<file path="src/shared/asr_pkg.sv">
`default_nettype none
package asr_pkg;
  // register offsets on the serial port
  localparam logic [12:0] ADDR_CHAN_INDEX = 13'h0005;
  localparam logic [12:0] ADDR_SYNC_CTL   = 13'h003A;
  localparam logic [12:0] ADDR_REQ_CTL    = 13'h003C;
  localparam logic [12:0] ADDR_REQ_TUNE   = 13'h003E;
  // field positions
  localparam int SYNC_MASTER_BIT  = 0;
  localparam int SYNC_DIVIDER_BIT = 1;
  localparam int REQ_EN_BIT       = 0;
  localparam int REQ_MODE_LSB     = 1;
  localparam int REQ_OVR_BIT      = 4;
  // values after reset
  localparam logic [7:0] RST_SYNC_CTL   = 8'h00;
  localparam logic [7:0] RST_REQ_CTL    = 8'h00;
  localparam logic [7:0] RST_REQ_TUNE   = 8'h1C;
  localparam logic [3:0] RST_CHAN_INDEX = 4'hF;
  // bandwidth mode codes
  localparam logic [2:0] MODE_BW22 = 3'h0;
  localparam logic [2:0] MODE_BW33 = 3'h1;
  // serial frame bit counts
  localparam logic [4:0] CNT_INSTR_LAST = 5'h0F;
  localparam logic [4:0] CNT_DATA_FIRST = 5'h10;
  localparam logic [4:0] CNT_DATA_LAST  = 5'h17;
  localparam int NUM_CHAN = 4;
endpackage
`default_nettype wire
</file>
<file path="src/rtl/asr_regs.sv">
`timescale 1ns/1ps
`default_nettype none
module asr_regs (
  input  wire logic        sys_clk,
  input  wire logic        rstn,
  input  wire logic        serial_chip_select_low,
  input  wire logic        sclk,
  input  wire logic        sdio_in,
  output logic             sdio_out,
  output logic             sdio_oe,
  input  wire logic        sync_pulse,
  input  wire logic        bandwidth_select_pin,
  output logic             divider_sync,
  output logic [3:0]       noise_shaping_requantizer_enable,
  output logic [11:0]      noise_shaping_requantizer_mode,
  output logic [23:0]      noise_shaping_requantizer_tuning
);
  // whole block state in one record
  typedef struct packed {
    logic             sclk_q;    // previous serial clock level
    logic [4:0]       cnt;       // bit position in frame
    logic [15:0]      shreg;     // incoming shift register
    logic             rd;        // frame is a read
    logic [12:0]      addr;      // current register address
    logic [7:0]       dout;      // outgoing read byte
    logic             oe;        // driving the data pin
    logic [3:0]       chan;      // channel select mask
    logic [1:0]       sync_ctl;  // divider and master enables
    logic [3:0][4:0]  ctl;       // per-channel control bits
    logic [3:0][5:0]  tune;      // per-channel tuning words
    logic             sync_o;    // gated sync to divider
    logic [3:0]       en_o;      // effective requantizer enables
    logic [3:0][2:0]  mode_o;    // effective bandwidth modes
  } asr_state_t;

  asr_state_t st;
  asr_state_t next_st;

  // read mux; a local register reads from the lowest selected channel
  function automatic logic [7:0] asr_read(input logic [12:0] a, input asr_state_t s);
    logic [1:0] c;
    c = 2'h0;
    for (int i = asr_pkg::NUM_CHAN - 1; i >= 0; i--)
      if (s.chan[i]) c = 2'(i);
    if (a == asr_pkg::ADDR_CHAN_INDEX)
      asr_read = {4'h0, s.chan};
    else if (a == asr_pkg::ADDR_SYNC_CTL)
      asr_read = {6'h00, s.sync_ctl};
    else if (a == asr_pkg::ADDR_REQ_CTL)
      asr_read = {3'h0, s.ctl[c]};
    else if (a == asr_pkg::ADDR_REQ_TUNE)
      asr_read = {2'h0, s.tune[c]};
    else
      asr_read = 8'h00;
  endfunction

  logic rise;  // serial clock rising edge
  logic fall;  // serial clock falling edge
  assign rise = sclk & ~st.sclk_q;
  assign fall = ~sclk & st.sclk_q;

  // next state: serial framing, register writes, output mapping
  always_comb
  begin
    logic [15:0] sh;
    logic [7:0]  wd;
    sh = {st.shreg[14:0], sdio_in};
    wd = sh[7:0];
    next_st = st;
    next_st.sclk_q = sclk;
    if (serial_chip_select_low)
    begin
      // frame idle: port released and counters cleared
      next_st.cnt = 5'h00;
      next_st.oe = 1'b0;
    end
    else if (rise)
    begin
      next_st.shreg = sh;
      next_st.cnt = st.cnt + 5'h01;
      if (st.cnt == asr_pkg::CNT_INSTR_LAST)
      begin
        // instruction done: rw flag, then 13-bit address
        next_st.rd = sh[15];
        next_st.addr = sh[12:0];
        next_st.dout = asr_read(sh[12:0], st);
        next_st.oe = sh[15];
      end
      else if (st.cnt == asr_pkg::CNT_DATA_LAST)
      begin
        // streaming continues at the next lower address
        next_st.cnt = asr_pkg::CNT_DATA_FIRST;
        next_st.addr = st.addr - 13'h0001;
        next_st.dout = asr_read(st.addr - 13'h0001, st);
        if (!st.rd)
        begin
          if (st.addr == asr_pkg::ADDR_CHAN_INDEX)
            next_st.chan = wd[3:0];
          else if (st.addr == asr_pkg::ADDR_SYNC_CTL)
            next_st.sync_ctl = wd[1:0];
          for (int i = 0; i < asr_pkg::NUM_CHAN; i++)
          begin
            if (st.chan[i] && st.addr == asr_pkg::ADDR_REQ_CTL)
              next_st.ctl[i] = wd[4:0];
            if (st.chan[i] && st.addr == asr_pkg::ADDR_REQ_TUNE)
              next_st.tune[i] = wd[5:0];
          end
        end
      end
    end
    else if (fall && st.oe && st.cnt != asr_pkg::CNT_DATA_FIRST)
      next_st.dout = {st.dout[6:0], 1'b0};
    // sync gating: both enables required
    next_st.sync_o = sync_pulse & st.sync_ctl[asr_pkg::SYNC_DIVIDER_BIT]
                   & st.sync_ctl[asr_pkg::SYNC_MASTER_BIT];
    // override chooses register fields or the pin per channel
    for (int i = 0; i < asr_pkg::NUM_CHAN; i++)
    begin
      if (st.ctl[i][asr_pkg::REQ_OVR_BIT])
      begin
        next_st.en_o[i] = st.ctl[i][asr_pkg::REQ_EN_BIT];
        next_st.mode_o[i] = st.ctl[i][asr_pkg::REQ_MODE_LSB +: 3];
      end
      else
      begin
        next_st.en_o[i] = 1'b1;
        next_st.mode_o[i] = bandwidth_select_pin ? asr_pkg::MODE_BW33
                                                 : asr_pkg::MODE_BW22;
      end
    end
  end

  // state register
  always_ff @(posedge sys_clk or negedge rstn)
  begin
    if (!rstn)
    begin
      st <= '0;
      st.chan <= asr_pkg::RST_CHAN_INDEX;
      st.sync_ctl <= asr_pkg::RST_SYNC_CTL[1:0];
      for (int i = 0; i < asr_pkg::NUM_CHAN; i++)
      begin
        st.ctl[i] <= asr_pkg::RST_REQ_CTL[4:0];
        st.tune[i] <= asr_pkg::RST_REQ_TUNE[5:0];
      end
    end
    else
      st <= next_st;
  end

  // outputs straight from flops; tuning word is the edge step count
  assign sdio_out = st.dout[7];
  assign sdio_oe = st.oe;
  assign divider_sync = st.sync_o;
  assign noise_shaping_requantizer_enable = st.en_o;
  assign noise_shaping_requantizer_mode = st.mode_o;
  assign noise_shaping_requantizer_tuning = st.tune;
endmodule
`default_nettype wire

</file>
<file path="config.mk">
export PLATFORM = sky130hd
export DESIGN_NAME = asr_regs
export DESIGN_NICKNAME = d
export VERILOG_FILES = /design/src/shared/asr_pkg.sv /design/src/rtl/asr_regs.sv
export SDC_FILE = /design/constraint.sdc
export NUM_CORES = 1
export LEC_CHECK = 0
export BUFFER_PORTS_ARGS = -buffer_cell sky130_fd_sc_hd__buf_2
export CAP_MARGIN = 20
export CORE_UTILIZATION = 55
export CTS_CLUSTER_DIAMETER = 40
export DETAILED_ROUTE_END_ITERATION = 8
export PLACE_DENSITY_LB_ADDON = 0.15
export RECOVER_POWER = 100
export SLEW_MARGIN = 10
export SYNTH_ARGS = -nofsm -noshare
export SYNTH_HDL_FRONTEND = slang
export SYNTH_SLANG_ARGS = --single-unit
</file>
<file path="constraint.sdc">
create_clock -name sys_clk -period 2.2 [get_ports sys_clk]
set_input_delay 0.22 -clock sys_clk [delete_from_list [all_inputs] [get_ports sys_clk]]
set_output_delay 0.22 -clock sys_clk [all_outputs]
set_load 0.02 [all_outputs]
</file>
==> impl_metrics.toml <==
[synth]
yosys.cell_count.top_type = "dfrtp_1"
synth_top_area_cell = "dfrtp_1"
synth_warnings = 0
synth_flop_cell = "dfrtp_1"
syn_nets = 625
ys_types = 77
syn_area_um2 = 6350
avgSynthCellArea_um2 = 10.4
ys_seq_elements = 111
ys_top_cells_by_count = "dfrtp_1 (95), mux2_2 (65), buf_4 (43)"
synthTopCellsByArea = "dfrtp_1 (37%), mux2_2 (12%), dfstp_2 (6.6%), buf_4 (5.1%), o21ai_0 (2.3%)"
syn_inst = 611
async_flop_share_pct = 100
yosysSeqAreaShare_pct = 44.1
yosys.area.top_type_share_pct = 37.4
synth_enable_flop_cells = 0

[power_and_ir_drop]
seqPwrFrac_pct = 51.3
p_comb_share_pct = 12.8
internal-power_mw = 3.10
p_leak_nw = 3.17
p_per_area_nw_per_um2 = 610
power.net_switching_mw = 1.21
power_frac_clock_pct = 35.9
switching_share_pct = 28.1
vdd_drop_max_uv = 787

[job]
cap_violations = 0

[grt]
grtUsageTotal_pct = 27.9
grt_pass1_vias = 4627
overflow = 0
grt_util_met1_pct = 41.0
grt_max_degree = 51
busiest_layer = "met2"
use_met2_pct = 41.8
grt_first_pass_wirelength_mm = 24.9
grt_antenna_before_repair = 0
use_met3_pct = 4.56

[drt]
detail_route.vias_per_cell = 6.15
dr.pass1.iters = 5
vias = 4884
dr.first_iter.drc_count = 342
detail-route-antenna-nets = 0
wire_per_inst_um = 19.8
wl_mm = 15.7
drc_errors = 0

[sta]
slew_viol_final = 0
hold_violations = 0
min_period_ns = 2.17
worstMarginPinSlew_ns = 0.931
slew_headroom_pct = 38.0
worst_slack_ns = 0.0311
fmax_mhz = 461
fin_crit_sh_pct = 98.6
finalSetupTns_ns = 0
setup_viol = 0
fin_skew_ns = 0.0104
rsz0062_at_grt = "true"

[worst_setup_path]
required_ns = 2.45
max_stage_delay_ns = 0.39
cp_max_fo = 5
start_kind = "flop"
end_kind = "flop"
crit_arrival_ns = 2.42
cp_num_buf_inv = 1
crit_chain = "ha_2, and3_4, ha_4, inv_4, nand2_4, nor4_4, and3_4, nand2_4, mux2_4"
worstSetupPathType = "flop to flop"
crit_slowest_cell = "dfrtp_1"
cpLargestDelayFamily = "simple AND/OR/NAND/NOR gates"

[floorplanning]
pin_count = 50
die_w_um = 109
dieArea_um2 = 12000
start_util_pct = 57.6
rows = 38
core-area_um2 = 11000
die-height_um = 109

[layout]
final_area_um2 = 7060
post-route-util_pct = 64.0
layout-drive-gt1-share_pct = 31.7
antennaDiodeCount = 0
final_nets = 664
area_growth_pct = 11.3
fin_cells = 794

[placed_design]
placed_cells = 774
dp_hpwl_mm = 11.0
pre_cts_slack_ns = -0.127
gp_congestion = 0.940
dpl_cell_area_um2 = 6720
portBuffers = 49

[min_path]
worstHoldPathType = "input pin to flop"

[cts]
clkTransAtPathRegs_ns = 0.07
cts_buffers = 9
clk_latency_ns = 0.36
clockBufferDepth = 2
clock_sinks = 111
cts_tree = "built"
h-tree-depth = 3
cts_root_buf = "clkbuf_16"

[run_status]
outcome = "completed"
==> sequential cells by signal, indices dropped and copies added, names as in the netlist <==
name and cells:
sdio_out 1, st 68, sdio_oe 1, noise_shaping_requantizer_mode 12, divider_sync 1, noise_shaping_requantizer_enable 4
noise_shaping_requantizer_tuning 24
==> power by group through the flow <==
| stage | sequential, mW | clock, mW | combinational, mW |
|---|---|---|---|
| 2_1_floorplan | 2.24 | 0 | 0.297 |
| 3_3_place_gp | 2.24 | 0 | 0.543 |
| 3_5_place_dp | 2.25 | 0 | 0.558 |
| 4_1_cts | 2.21 | 1.57 | 0.561 |
| 5_1_grt | 2.22 | 1.64 | 0.592 |
| 6_report | 2.21 | 1.55 | 0.553 |
==> worst register-to-register path, delay by kind of cell (launching register included) <==
kind                       cells  cell delay [ns]
buffers and inverters          1             0.06
adders and majority gates      2             0.37
DFF                            1             0.39
and+or+nand+nor                5             0.94
muxes                          1             0.31
==> worst paths after layout <==
check,startpoint,end,slack (ns),cells past startpoint
worst max-delay path,st[106],st[42],0.03,9
worst min-delay path,sclk,st[111],0.06,1
worst max register to register,st[106],st[42],0.03,9
worst min register to register,st[74],st[74],0.49,2
max in group asynchronous,rstn,st[79],0.31,3
min in group asynchronous,rstn,noise_shaping_requantizer_mode[9],0.54,2
==> metal layers <==
metal	part of all wire (%)	vias up
met5	0	-
met2	45	165
met1	49	2453
met3	5.5	16
met4	1.4	0
li1	-	2250
==> cell families after synthesis <==
family / Yosys count / synth area share (%)
compound gates: 121 / 12.6
xor+xnor: 4 / 0.552
fa+ha+maj: 7 / 1.38
buf+inv: 93 / 8.49
flops: 111 / 44.1
mux: 80 / 14.4
simple gates: 195 / 18.5
==> area by class of cell <==
| class | count | area, um2 |
|---|---|---|
| clock buffer | 9 | 225 |
| clock inverter | 6 | 46.3 |
| fill | 891 | 3970 |
| inverter | 17 | 66.3 |
| multi-input combinational | 407 | 3130 |
| sequential | 111 | 2800 |
| tap | 140 | 175 |
| timing repair buffer | 104 | 617 |
==> placed cells by master, fill, tap and decap left out, types with 5 or more instances in the layout <==
cell	count
buf_2	5
nand2b_1	11
a21oi_1	27
mux2_4	5
dfstp_2	15
nand4_1	6
inv_1	16
nor3_1	16
clkbuf_1	44
buf_4	49
nor2_1	36
nand3_1	15
and2_1	7
mux2i_1	9
dfrtp_1	94
ha_1	5
nand2_1	33
o22ai_1	6
o21ai_0	28
clkbuf_16	9
mux2_2	63
a31oi_1	6
nand2_4	9
nor2b_1	9
==> metrics by stage <==
stage / hold slack, ns / total power [mW]
after floorplan: -0.0756 / 2.54
after global placement: 0.208 / 2.79
after detailed placement: 0.217 / 2.81
after CTS: 0.0271 / 4.34
after global routing: 0.0727 / 4.46
final: 0.0564 / 4.31
==> timing repair <==
action,4_1_cts,5_1_grt
setup endpoints to repair,51,47
resized for setup,5,21
hold buffers,1,0
setup buffers,2,2
gates cloned,0,0
hold endpoints to repair,36,0
pin swaps,4,10
(Power assumes the default switching activity.)
